--- src/common/rtrs_pkg.sv ---
// Constants, types and helpers shared by the rotate and set-all-ones datapath
package rtrs_pkg;

  // Opcode fields
  localparam logic [5:0]  OP_ROTATE       = 6'h10;  // Upper bits 15..10 of rotate_right_no_carry
  localparam logic [6:0]  OP_SET_ALL      = 7'h34;  // Upper bits 15..9 of set_byte_all_ones
  localparam int          OP_ROT_MSB      = 15;
  localparam int          OP_ROT_LSB      = 10;
  localparam int          OP_SET_LSB      = 9;
  localparam int          BIT_DEST        = 9;
  localparam int          BIT_BANK_SEL    = 8;
  localparam int          FILE_MSB        = 7;

  // Addressing
  localparam logic [7:0]  ILO_LIMIT       = 8'h5F;  // Highest offset using indexed literal mode
  localparam logic [7:0]  ACCESS_SPLIT    = 8'h60;  // Access bank low/high boundary
  localparam logic [3:0]  ACCESS_LOW_BANK = 4'h0;
  localparam logic [3:0]  ACCESS_HI_BANK  = 4'hF;
  localparam logic [7:0]  ALL_ONES        = 8'hFF;
  localparam logic [7:0]  ZERO_BYTE       = 8'h00;

  // Core status byte bit positions
  localparam int          STATUS_Z        = 2;
  localparam int          STATUS_N        = 4;

  // Register byte offsets
  localparam logic [7:0]  REG_CTRL        = 8'h00;
  localparam logic [7:0]  REG_INSTR       = 8'h04;
  localparam logic [7:0]  REG_BANK        = 8'h08;
  localparam logic [7:0]  REG_WREG        = 8'h0C;
  localparam logic [7:0]  REG_STATUS      = 8'h10;
  localparam logic [7:0]  REG_INDEX       = 8'h14;
  localparam logic [7:0]  REG_STATE       = 8'h18;

  // Reset values
  localparam logic [7:0]  RST_BYTE        = 8'h00;
  localparam logic [3:0]  RST_BANK        = 4'h0;
  localparam logic [11:0] RST_INDEX       = 12'h000;
  localparam logic [15:0] RST_OPCODE      = 16'h0000;

  // Bus answers
  localparam logic [1:0]  RESP_OKAY       = 2'h0;
  localparam logic [1:0]  RESP_SLVERR     = 2'h2;

  typedef enum logic [2:0] {ST_IDLE, ST_Q1, ST_Q2, ST_Q3, ST_Q4} rtrs_state_type;

  // Byte-lane merge for register writes
  function automatic logic [31:0] rtrs_merge(input logic [31:0] old_val,
                                             input logic [31:0] new_val,
                                             input logic [3:0]  strb);
    logic [31:0] res;
    res = old_val;
    for (int i = 0; i < 4; i++) begin
      if (strb[i]) begin
        res[i*8 +: 8] = new_val[i*8 +: 8];
      end
    end
    return res;
  endfunction

  // Mapped register check, used by read and write decode
  function automatic logic rtrs_mapped(input logic [7:0] addr);
    return (addr == REG_CTRL) || (addr == REG_INSTR) || (addr == REG_BANK) || (addr == REG_WREG) ||
           (addr == REG_STATUS) || (addr == REG_INDEX) || (addr == REG_STATE);
  endfunction

endpackage

--- src/hdl/rtrs_core.sv ---
// AXI4-Lite controlled execution unit for rotate-right and set-all-ones
// Summary of operation
// - Rotate opcode 010000, d bit9, a bit8
// - Rotate right one bit, bit0 wraps, no carry
// - Rotate updates only negative and zero flags
// - d=0 writes working register, d=1 file
// - a=0 access bank, a=1 bank pointer
// - a=0, extended, offset<=5Fh uses indexed mode
// - Set opcode 0110100 writes FFh, flags untouched
// - Set with a=1 uses bank pointer register
`timescale 1ns/10ps
module rtrs_core (
  input  wire logic        clock,
  input  wire logic        rst_n,
  input  wire logic        ce,
  input  wire logic [7:0]  s_axi_awaddr,
  input  wire logic        s_axi_awvalid,
  output logic             s_axi_awready,
  input  wire logic [31:0] s_axi_wdata,
  input  wire logic [3:0]  s_axi_wstrb,
  input  wire logic        s_axi_wvalid,
  output logic             s_axi_wready,
  output logic [1:0]       s_axi_bresp,
  output logic             s_axi_bvalid,
  input  wire logic        s_axi_bready,
  input  wire logic [7:0]  s_axi_araddr,
  input  wire logic        s_axi_arvalid,
  output logic             s_axi_arready,
  output logic [31:0]      s_axi_rdata,
  output logic [1:0]       s_axi_rresp,
  output logic             s_axi_rvalid,
  input  wire logic        s_axi_rready,
  output logic [11:0]      mem_addr,
  output logic             mem_rd_en,
  input  wire logic [7:0]  mem_rdata,
  output logic             mem_wr_en,
  output logic [7:0]       mem_wdata
);

  rtrs_pkg::rtrs_state_type state;
  logic        aw_have;
  logic [7:0]  aw_addr_q;
  logic        w_have;
  logic [31:0] w_data_q;
  logic [3:0]  w_strb_q;
  logic        ext_en;
  logic [15:0] opcode;
  logic [3:0]  bank_pointer_register;
  logic [7:0]  wreg;
  logic [7:0]  status;
  logic [11:0] index_base;
  logic        unsupported;
  logic [7:0]  operand;
  logic [7:0]  result_q;
  logic        is_rotate;
  logic        is_set_all;
  logic        dest_file;
  logic [11:0] op_addr;
  logic [7:0]  result;

  rtrs_exec u_exec (
    .opcode     (opcode),
    .bank       (bank_pointer_register),
    .ext_en     (ext_en),
    .index_base (index_base),
    .operand    (operand),
    .is_rotate  (is_rotate),
    .is_set_all (is_set_all),
    .dest_file  (dest_file),
    .op_addr    (op_addr),
    .result     (result)
  );

  // Bus decode; writes while busy are refused so operands stay stable
  wire        busy       = state != rtrs_pkg::ST_IDLE;
  wire        do_write   = aw_have && w_have && !s_axi_bvalid;
  wire        wr_ok      = do_write && rtrs_pkg::rtrs_mapped(aw_addr_q) && !busy;
  wire        wr_ctrl    = wr_ok && aw_addr_q == rtrs_pkg::REG_CTRL;
  wire        wr_instr   = wr_ok && aw_addr_q == rtrs_pkg::REG_INSTR;
  wire        wr_bank    = wr_ok && aw_addr_q == rtrs_pkg::REG_BANK;
  wire        wr_wreg    = wr_ok && aw_addr_q == rtrs_pkg::REG_WREG;
  wire        wr_status  = wr_ok && aw_addr_q == rtrs_pkg::REG_STATUS;
  wire        wr_index   = wr_ok && aw_addr_q == rtrs_pkg::REG_INDEX;
  wire [31:0] ctrl_new   = rtrs_pkg::rtrs_merge({31'h0, ext_en}, w_data_q, w_strb_q);
  wire [31:0] instr_new  = rtrs_pkg::rtrs_merge({16'h0, opcode}, w_data_q, w_strb_q);
  wire [31:0] bank_new   = rtrs_pkg::rtrs_merge({28'h0, bank_pointer_register}, w_data_q, w_strb_q);
  wire [31:0] wreg_new   = rtrs_pkg::rtrs_merge({24'h0, wreg}, w_data_q, w_strb_q);
  wire [31:0] status_new = rtrs_pkg::rtrs_merge({24'h0, status}, w_data_q, w_strb_q);
  wire [31:0] index_new  = rtrs_pkg::rtrs_merge({20'h0, index_base}, w_data_q, w_strb_q);
  wire        q4_step    = ce && state == rtrs_pkg::ST_Q4;
  wire        supported  = is_rotate || is_set_all;

  // Read selection
  wire [31:0] read_word =
    (s_axi_araddr == rtrs_pkg::REG_CTRL)   ? {31'h0, ext_en} :
    (s_axi_araddr == rtrs_pkg::REG_INSTR)  ? {16'h0, opcode} :
    (s_axi_araddr == rtrs_pkg::REG_BANK)   ? {28'h0, bank_pointer_register} :
    (s_axi_araddr == rtrs_pkg::REG_WREG)   ? {24'h0, wreg} :
    (s_axi_araddr == rtrs_pkg::REG_STATUS) ? {24'h0, status} :
    (s_axi_araddr == rtrs_pkg::REG_INDEX)  ? {20'h0, index_base} :
    (s_axi_araddr == rtrs_pkg::REG_STATE)  ? {30'h0, unsupported, busy} : 32'h0000_0000;

  // Flag update: only N and Z change after a rotate
  wire [7:0] next_status = {status[7:rtrs_pkg::STATUS_N + 1], result_q[7],
                            status[rtrs_pkg::STATUS_N - 1:rtrs_pkg::STATUS_Z + 1],
                            result_q == rtrs_pkg::ZERO_BYTE, status[rtrs_pkg::STATUS_Z - 1:0]};

  // Write address and data channels, taken in either order
  always_ff @(posedge clock or negedge rst_n) begin
    if (!rst_n) begin
      aw_have       <= 1'b0;
      w_have        <= 1'b0;
      aw_addr_q     <= 8'h00;
      w_data_q      <= 32'h0000_0000;
      w_strb_q      <= 4'h0;
      s_axi_awready <= 1'b1;
      s_axi_wready  <= 1'b1;
    end else if (ce) begin
      if (s_axi_awvalid && s_axi_awready) begin
        aw_have       <= 1'b1;
        aw_addr_q     <= s_axi_awaddr;
        s_axi_awready <= 1'b0;
      end
      if (s_axi_wvalid && s_axi_wready) begin
        w_have       <= 1'b1;
        w_data_q     <= s_axi_wdata;
        w_strb_q     <= s_axi_wstrb;
        s_axi_wready <= 1'b0;
      end
      if (s_axi_bvalid && s_axi_bready) begin
        aw_have       <= 1'b0;
        w_have        <= 1'b0;
        s_axi_awready <= 1'b1;
        s_axi_wready  <= 1'b1;
      end
    end
  end

  // Write response; unmapped or busy writes answer SLVERR
  always_ff @(posedge clock or negedge rst_n) begin
    if (!rst_n) begin
      s_axi_bvalid <= 1'b0;
      s_axi_bresp  <= rtrs_pkg::RESP_OKAY;
    end else if (ce) begin
      if (do_write) begin
        s_axi_bvalid <= 1'b1;
        s_axi_bresp  <= wr_ok ? rtrs_pkg::RESP_OKAY : rtrs_pkg::RESP_SLVERR;
      end else if (s_axi_bready) begin
        s_axi_bvalid <= 1'b0;
      end
    end
  end

  // Read channel, one outstanding read
  always_ff @(posedge clock or negedge rst_n) begin
    if (!rst_n) begin
      s_axi_arready <= 1'b1;
      s_axi_rvalid  <= 1'b0;
      s_axi_rdata   <= 32'h0000_0000;
      s_axi_rresp   <= rtrs_pkg::RESP_OKAY;
    end else if (ce) begin
      if (s_axi_arvalid && s_axi_arready) begin
        s_axi_arready <= 1'b0;
        s_axi_rvalid  <= 1'b1;
        s_axi_rdata   <= read_word;
        s_axi_rresp   <= rtrs_pkg::rtrs_mapped(s_axi_araddr) ? rtrs_pkg::RESP_OKAY : rtrs_pkg::RESP_SLVERR;
      end else if (s_axi_rvalid && s_axi_rready) begin
        s_axi_arready <= 1'b1;
        s_axi_rvalid  <= 1'b0;
      end
    end
  end

  // Software configuration registers
  always_ff @(posedge clock or negedge rst_n) begin
    if (!rst_n) begin
      ext_en                <= 1'b0;
      bank_pointer_register <= rtrs_pkg::RST_BANK;
      index_base            <= rtrs_pkg::RST_INDEX;
      opcode                <= rtrs_pkg::RST_OPCODE;
    end else if (ce) begin
      if (wr_ctrl) ext_en <= ctrl_new[0];
      if (wr_bank) bank_pointer_register <= bank_new[3:0];
      if (wr_index) index_base <= index_new[11:0];
      if (wr_instr) opcode <= instr_new[15:0];
    end
  end

  // Working register and status: hardware owns them while busy
  always_ff @(posedge clock or negedge rst_n) begin
    if (!rst_n) begin
      wreg   <= rtrs_pkg::RST_BYTE;
      status <= rtrs_pkg::RST_BYTE;
    end else if (ce) begin
      if (q4_step && is_rotate && !dest_file) wreg <= result_q;
      else if (wr_wreg) wreg <= wreg_new[7:0];
      if (q4_step && is_rotate) status <= next_status;
      else if (wr_status) status <= status_new[7:0];
    end
  end

  // Four-phase sequencer: one instruction cycle per accepted word; an unsupported opcode returns to idle after phase one
  always_ff @(posedge clock or negedge rst_n) begin
    if (!rst_n) begin
      state       <= rtrs_pkg::ST_IDLE;
      unsupported <= 1'b0;
    end else if (ce) begin
      case (state)
        rtrs_pkg::ST_IDLE: begin
          if (wr_instr) begin
            state       <= rtrs_pkg::ST_Q1;
            unsupported <= 1'b0;
          end
        end
        rtrs_pkg::ST_Q1: begin
          state       <= supported ? rtrs_pkg::ST_Q2 : rtrs_pkg::ST_IDLE;
          unsupported <= !supported;
        end
        rtrs_pkg::ST_Q2: state <= rtrs_pkg::ST_Q3;
        rtrs_pkg::ST_Q3: state <= rtrs_pkg::ST_Q4;
        rtrs_pkg::ST_Q4: state <= rtrs_pkg::ST_IDLE;
        default: state <= rtrs_pkg::ST_IDLE;
      endcase
    end
  end

  // Data memory port: read in phase two, write in phase four
  always_ff @(posedge clock or negedge rst_n) begin
    if (!rst_n) begin
      mem_addr  <= 12'h000;
      mem_rd_en <= 1'b0;
      mem_wr_en <= 1'b0;
      mem_wdata <= rtrs_pkg::RST_BYTE;
      operand   <= rtrs_pkg::RST_BYTE;
      result_q  <= rtrs_pkg::RST_BYTE;
    end else if (ce) begin
      mem_rd_en <= state == rtrs_pkg::ST_Q1 && supported;
      if (state == rtrs_pkg::ST_Q1) mem_addr <= op_addr;
      if (state == rtrs_pkg::ST_Q2) operand <= mem_rdata;
      if (state == rtrs_pkg::ST_Q3) result_q <= result;
      mem_wr_en <= state == rtrs_pkg::ST_Q3 && (is_set_all || dest_file);
      if (state == rtrs_pkg::ST_Q3) mem_wdata <= result;
    end
  end
endmodule

--- src/hdl/rtrs_exec.sv ---
// Opcode decode, operand address selection and rotate result
`timescale 1ns/10ps
module rtrs_exec (
  input  wire logic [15:0] opcode,
  input  wire logic [3:0]  bank,
  input  wire logic        ext_en,
  input  wire logic [11:0] index_base,
  input  wire logic [7:0]  operand,
  output logic             is_rotate,
  output logic             is_set_all,
  output logic             dest_file,
  output logic [11:0]      op_addr,
  output logic [7:0]       result
);

  logic [7:0]  file_off;
  logic        use_bank;
  logic        use_ilo;
  logic [11:0] access_addr;
  logic [11:0] banked_addr;
  logic [11:0] ilo_addr;
  logic [7:0]  rotated;

  // Opcode field decode
  assign is_rotate  = opcode[rtrs_pkg::OP_ROT_MSB:rtrs_pkg::OP_ROT_LSB] == rtrs_pkg::OP_ROTATE;
  assign is_set_all = opcode[rtrs_pkg::OP_ROT_MSB:rtrs_pkg::OP_SET_LSB] == rtrs_pkg::OP_SET_ALL;
  assign dest_file  = opcode[rtrs_pkg::BIT_DEST];
  assign use_bank   = opcode[rtrs_pkg::BIT_BANK_SEL];
  assign file_off   = opcode[rtrs_pkg::FILE_MSB:0];

  // Address candidates; indexed mode takes precedence over the access bank
  assign use_ilo     = !use_bank && ext_en && (file_off <= rtrs_pkg::ILO_LIMIT);
  assign access_addr = (file_off < rtrs_pkg::ACCESS_SPLIT) ? {rtrs_pkg::ACCESS_LOW_BANK, file_off}
                                                           : {rtrs_pkg::ACCESS_HI_BANK, file_off};
  assign banked_addr = {bank, file_off};
  assign ilo_addr    = index_base + {4'h0, file_off};
  assign op_addr     = use_ilo ? ilo_addr : (use_bank ? banked_addr : access_addr);

  // Rotate right: bit n+1 into n, bit 0 wraps to bit 7
  genvar i;
  generate
    for (i = 0; i < 8; i++) begin : g_rot
      assign rotated[i] = operand[(i + 1) % 8];
    end
  endgenerate

  assign result = is_set_all ? rtrs_pkg::ALL_ONES : rotated;

endmodule

--- config.mk ---
export PLATFORM = sky130hd
export DESIGN_NAME = rtrs_core
export DESIGN_NICKNAME = d
export VERILOG_FILES = /design/src/common/rtrs_pkg.sv /design/src/hdl/rtrs_core.sv /design/src/hdl/rtrs_exec.sv
export SDC_FILE = /design/constraint.sdc
export NUM_CORES = 1
export LEC_CHECK = 0
export BUFFER_PORTS_ARGS = -buffer_cell sky130_fd_sc_hd__buf_2
export CORE_AREA = 5 5 120 122
export CTS_CLUSTER_SIZE = 8
export DETAILED_ROUTE_END_ITERATION = 10
export DIE_AREA = 0 0 125 127
export PLACE_DENSITY_LB_ADDON = 0.1
export SKIP_LAST_GASP = 1
export SLEW_MARGIN = 20
export SYNTH_ARGS = -nofsm -noshare
export SYNTH_HDL_FRONTEND = slang
export SYNTH_SLANG_ARGS = --single-unit
--- constraint.sdc ---
create_clock -name clock -period 2.55 [get_ports clock]
set_input_delay 0.1275 -clock clock [delete_from_list [all_inputs] [get_ports clock]]
set_output_delay 0.1275 -clock clock [all_outputs]
set_load 0.005 [all_outputs]
After elaboration in Yosys (flattened, before gate mapping) --
Cells that the tools add are included.
Operators by class: reduce and logical (&&, ||, !) cells 77, multiplexer cells 38, bitwise logic cells 1, equality and inequality tests 19, $lt $le $gt $ge 2, add/subtract/negate cells 1
Operators by type and width (count):
- 12-bit two-way mux | 7
- 8-bit by 5-bit equality test with 1-bit output (second input constant) | 6
- 8-bit by 4-bit equality test with 1-bit output (second input constant) | 4
- 16-bit two-way mux | 2
- 8-bit two-way mux | 4
- 3-bit AND reduction | 9
- 8-bit zero test | 3
- 2-bit AND reduction | 12
- 1-bit logical AND | 22
- 2-bit nonzero test | 9
- 8-bit by 3-bit equality test with 1-bit output (second input constant) | 2
- 1-bit two-way mux | 15
- 5-bit two-way mux | 3
- 1-bit logical OR | 14
- 12-bit by 8-bit adder with 12-bit output | 1
- 3-bit case mux with 4 select lines | 1
- 8-bit by 7-bit less-or-equal comparator with 1-bit output (second input constant) | 1
- 8-bit by 7-bit < comparator with 1-bit output (second input constant) | 1
- 2-bit two-way mux | 4
- 7-bit by 6-bit equality test with 1-bit output (second input constant) | 1
- 3-bit by 2-bit equality test with 1-bit output (second input constant) | 2
- 6-bit by 5-bit equality test with 1-bit output (second input constant) | 1
- 1-bit zero test | 5
- 4-bit AND reduction | 1
- other kinds (8) | 8
Storage, ports and cells: register bits after elaboration 152, bits of input ports 68

Depth between registers and ports, before layout --
depth after elaboration 12, gate-level depth with buffers 9, depth with buffers taken out 9

Modules after synthesis --
From an unflattened synthesis, not the netlist that was laid out.
Unflattened totals: cell total of the unflattened synthesis 589, area, all modules 6648.9 um^2
By module, submodules not included:
- rtrs_core | cells each 485, seq. area each 3357.0 um^2, times used 1, area each 5955.7 um^2
- rtrs_exec | cells each 104, seq. area each 0.0 um^2, times used 1, area each 693.2 um^2

Least setup slack after synthesis --
OpenSTA, ideal clock, no wires.
kind flip-flop to flip-flop, from reg opcode[0], to reg mem_addr[10], path slack 462 ps, buffers on the path 0, arrival time 1978 ps, cell stages (with the launch flop) 10, cells stage by stage dfrtp_1 ha_1 inv_1 fa_1 inv_1 a21o_1 a211oi_1 a211oi_1 xnor2_1 o41ai_1
On the way: cells in the longest elaborated chain, start to end 4
RTL lines:
- start: declaration | line rtrs_core.sv:47 | logic [15:0] opcode;
- start signal: assignment | line rtrs_core.sv:180 | opcode <= rtrs_pkg::RST_OPCODE;
- start signal: assignment | line rtrs_core.sv:185 | if (wr_instr) opcode <= instr_new[15:0];
- 8-bit by 7-bit < comparator with 1-bit output | line rtrs_exec.sv:33 | assign access_addr = (file_off < rtrs_pkg::ACCESS_SPLIT) ? {rtrs_pkg::ACCESS_LOW_BANK, file_off}
- 12-bit two-way mux | line rtrs_exec.sv:33
- 12-bit two-way mux | line rtrs_exec.sv:37 | assign op_addr = use_ilo ? ilo_addr : (use_bank ? banked_addr : access_addr);
- 12-bit two-way mux * | line rtrs_exec.sv:37
- end signal: assignment | line rtrs_core.sv:238 | if (state == rtrs_pkg::ST_Q1) mem_addr <= op_addr;
- end: declaration | line rtrs_core.sv:33 | output logic [11:0] mem_addr,
Mark *: on every way between the ends. The rest lies on a longest branch, timed or not. A chain may end at the register's enable or synchronous reset.

Worst setup path in the final report --
Same ends and word-level chain as after synthesis.

==> impl_metrics.env <==
export IMPL_run_status="finished clean"
export IMPL_power_density_nw_per_um2=780
export IMPL_synth_seq_cells=134
export IMPL_fin_area_um2=8090
export IMPL_start_kind="register"
export IMPL_syn_cell_area_um2=6440
export IMPL_vias_per_cell=5.37
export IMPL_ys_warn_count=0
export IMPL_finalWorstSetupSlack_ns=0.340
export IMPL_maxSlewHeadroom=0.552
export IMPL_synth_top_area_share=0.509
export IMPL_tightest_slew_ns=0.672
export IMPL_cp_slowest_cell="fa_1"
export IMPL_cp_required_ns=2.85
export IMPL_wl_mm=15.3
export IMPL_cts_tree="built"
export IMPL_fin_crit_sh=0.867
export IMPL_ios=131
export IMPL_hold_class="input pin to register"
export IMPL_placed_cell_area_um2=7100
export IMPL_fp_coreArea_um2=13100
export IMPL_cts_resized_gates=0
export IMPL_path_delay_family="compound AO/OA/AOI/OAI gates"
export IMPL_p_leak_nw=3.93
export IMPL_antennaDiodeCount=0
export IMPL_gp_congestion=0.857
export IMPL_die_y_um=127
export IMPL_multiInputGateArea_um2=2880
export IMPL_dp_hpwl_mm=11.2
export IMPL_tns_ns=0
export IMPL_drc=0
export IMPL_nets=796
export IMPL_grt_pass1_vias=5025
export IMPL_grt_max_degree=75
export IMPL_postSynthCellCount=572
export IMPL_synth_area_leaders="dfrtp_1 51%, mux2_2 13%, nand2_1 3.6%"
export IMPL_clock_skew_ns=0.00785
export IMPL_root_buffer="clkbuf_16"
export IMPL_ys_async_sr_fraction=1.00
export IMPL_die_w_um=125
export IMPL_synth_top_cell_by_area="dfrtp_1"
export IMPL_htreeDepth=4
export IMPL_cp_arrival_ns=2.51
export IMPL_initial_core_util=0.492
export IMPL_rows=42
export IMPL_critical_path_max_stage_delay_ns=0.39
export IMPL_drv_slew=0
export IMPL_cts_setup_buffers=0
export IMPL_grt_pass1_wl_mm=25.5
export IMPL_synth_distinct_cells=60
export IMPL_hold_viol_final=0
export IMPL_avgSynthCellArea_um2=11.3
export IMPL_fin_crit_ns=2.21
export IMPL_numClockSinks=134
export IMPL_crit_path_max_fanout=4
export IMPL_end_kind="register"
export IMPL_clk_latency_ns=0.42
export IMPL_drt_wirelength_per_cell_um=16.9
export IMPL_cap_violations=0
export IMPL_rsz0062_at_grt="no"
export IMPL_total_power_mw=6.31
export IMPL_final_core_util=0.618
export IMPL_syn_to_final_growth_pct=25.5
export IMPL_fmax_mhz=452
export IMPL_synth_main_ff_cell="dfrtp_1"
export IMPL_via_count=4868
export IMPL_clk_transition_reported_paths_ns=0.06
export IMPL_die_area_um2=15900
export IMPL_cts_buffer_depth=2
export IMPL_grt_use_total=0.202
export IMPL_antenna_violating_nets_post_route=0
export IMPL_irDropWorstVdd_mv=0.555
export IMPL_pre_cts_ws_ns=0.363
export IMPL_worstPathCellList="ha_1, inv_1, fa_1, inv_1, a21o_1, a211oi_1, a211oi_1, xnor2_1, o41ai_1"
export IMPL_antenna_found_initial=0
export IMPL_setup_violations=0
export IMPL_io_buffers=94
export IMPL_drive_gt1_frac=0.315
export IMPL_yosysSeqAreaShare=0.521
export IMPL_drtPass1Iterations=4
export IMPL_regArea_um2=3360
export IMPL_synth_enable_flop_cells=0
export IMPL_critPathBufInv=2
export IMPL_nFillCells=1123
export IMPL_cts_buffers=17
export IMPL_gr_total_overflow=0
export IMPL_path_class="register to register"
export IMPL_drt_iter0_drc=203
sequential cells by signal, indices dropped and copies added, names as in the netlist, 2 cells and up:
name,count
state,3
w_strb_q,2
index_base,12
mem_addr,12
bank_pointer_register,4
wreg,8
status,8
operand,8
mem_wdata,8
aw_addr_q,8
s_axi_rdata,16
opcode,16
w_data_q,16
power by group:
group | leakage [nW] | total (mW) | internal, mW | switching, mW
logic | 1.88 | 0.937 | 0.556 | 0.381
registers | 1.77 | 3.00 | 2.55 | 0.447
clock network | 0.286 | 2.37 | 1.50 | 0.869
total | 3.93 | 6.31 | 4.61 | 1.70
cells in the final DEF (no fill, tap or decap), types with 3 or more instances in the layout:
cell           count
dfrtp_1          131
buf_2             93
mux2_2            73
nand2_1           62
dlygate4sd3_1     41
o21ai_0           32
nor2_1            28
a21oi_1           24
mux2i_1           18
conb_1            18
clkbuf_16         17
buf_4             15
nand3_1           14
nor3_1            12
inv_1              9
o21ai_2            8
o22a_1             8
a22oi_1            8
ha_1               8
nand2b_1           7
a31oi_1            7
and3_1             5
a211oi_1           5
xnor2_1            5
a22o_1             5
clkinv_2           5
nor4b_1            4
o21a_1             4
xor2_1             4
nand4_1            3
a2bb2oi_1          3
a21o_1             3
nor2b_1            3
a21boi_0           3
clkbuf_8           3
dfstp_2            3
cells in the mapped netlist, types with 5 or more instances:
cell	number
dfrtp_1	131
mux2_2	73
nand2_1	62
o21ai_0	32
nor2_1	28
a21oi_1	24
buf_4	21
mux2i_1	18
clkbuf_1	14
nand3_1	14
nor3_1	12
inv_1	9
a22oi_1	8
ha_1	8
o21ai_2	8
o22a_1	8
a31oi_1	7
nand2b_1	7
a211oi_1	5
a22o_1	5
and3_1	5
xnor2_1	5
layout make-up:
class | instances | share of cell area
repair buffers | 151 | 0.126
inverters | 9 | 0.00418
clock inverters | 9 | 0.0125
clock buffers | 22 | 0.0587
flip-flops and latches | 134 | 0.415
well taps | 176 | 0.0272
multi-input cells | 406 | 0.356
final timing paths:
| check | startpoint | endpoint | slack (ns) | depth (start not counted) |
|---|---|---|---|---|
| max in group asynchronous | rst_n | s_axi_awready | 1.46 | 3 |
| setup reg to reg | opcode[0] | mem_addr[10] | 0.34 | 9 |
| hold reg to reg | s_axi_rdata[9] | s_axi_rdata[9] | 0.46 | 2 |
| setup / recovery | opcode[0] | mem_addr[10] | 0.34 | 9 |
| hold / removal | ce | s_axi_arready | 0.13 | 3 |
| min in group asynchronous | rst_n | mem_addr[4] | 0.31 | 2 |
metrics by stage:
stage / hold slack (ns) / cells
2_1_floorplan: -0.168 / 589
3_3_place_gp: 0.186 / 835
3_5_place_dp: 0.196 / 835
4_1_cts: 0.115 / 907
5_1_grt: 0.137 / 907
6_report: 0.135 / 907
cells by family after synthesis:
| kind of cell | count (synthesis) | share of synthesized area |
|---|---|---|
| buffers and inverters | 49 | 0.0416 |
| flip-flops | 134 | 0.521 |
| adder cells (fa/ha/maj) | 9 | 0.0187 |
| XOR/XNOR | 9 | 0.0122 |
| other | 1 | 0.000582 |
| AND/OR/NAND/NOR | 158 | 0.127 |
| AO/OA/AOI/OAI | 121 | 0.123 |
| multiplexers | 91 | 0.156 |
worst min-delay path: cells and delay by family:
kind	cells	cell delay, ns
buf+inv	2	0.30
compound gates	1	0.12
metal layers:
| layer | wire, um | up-vias | global-route usage |
|---|---|---|---|
| met5 | 0 | - | 0 |
| met4 | 354 | 0 | 0.0772 |
| met1 | 6830 | 2384 | 0.263 |
| li1 | - | 2331 | - |
| met2 | 7360 | 124 | 0.323 |
| met3 | 794 | 29 | 0.0568 |
timing repair:
item | 4_1_cts | 5_1_grt
endpoints found under the setup margin | 0 | 0
hold buffers | 41 | 0
endpoints found under the hold margin | 109 | 0
(Power assumes the default switching activity.)
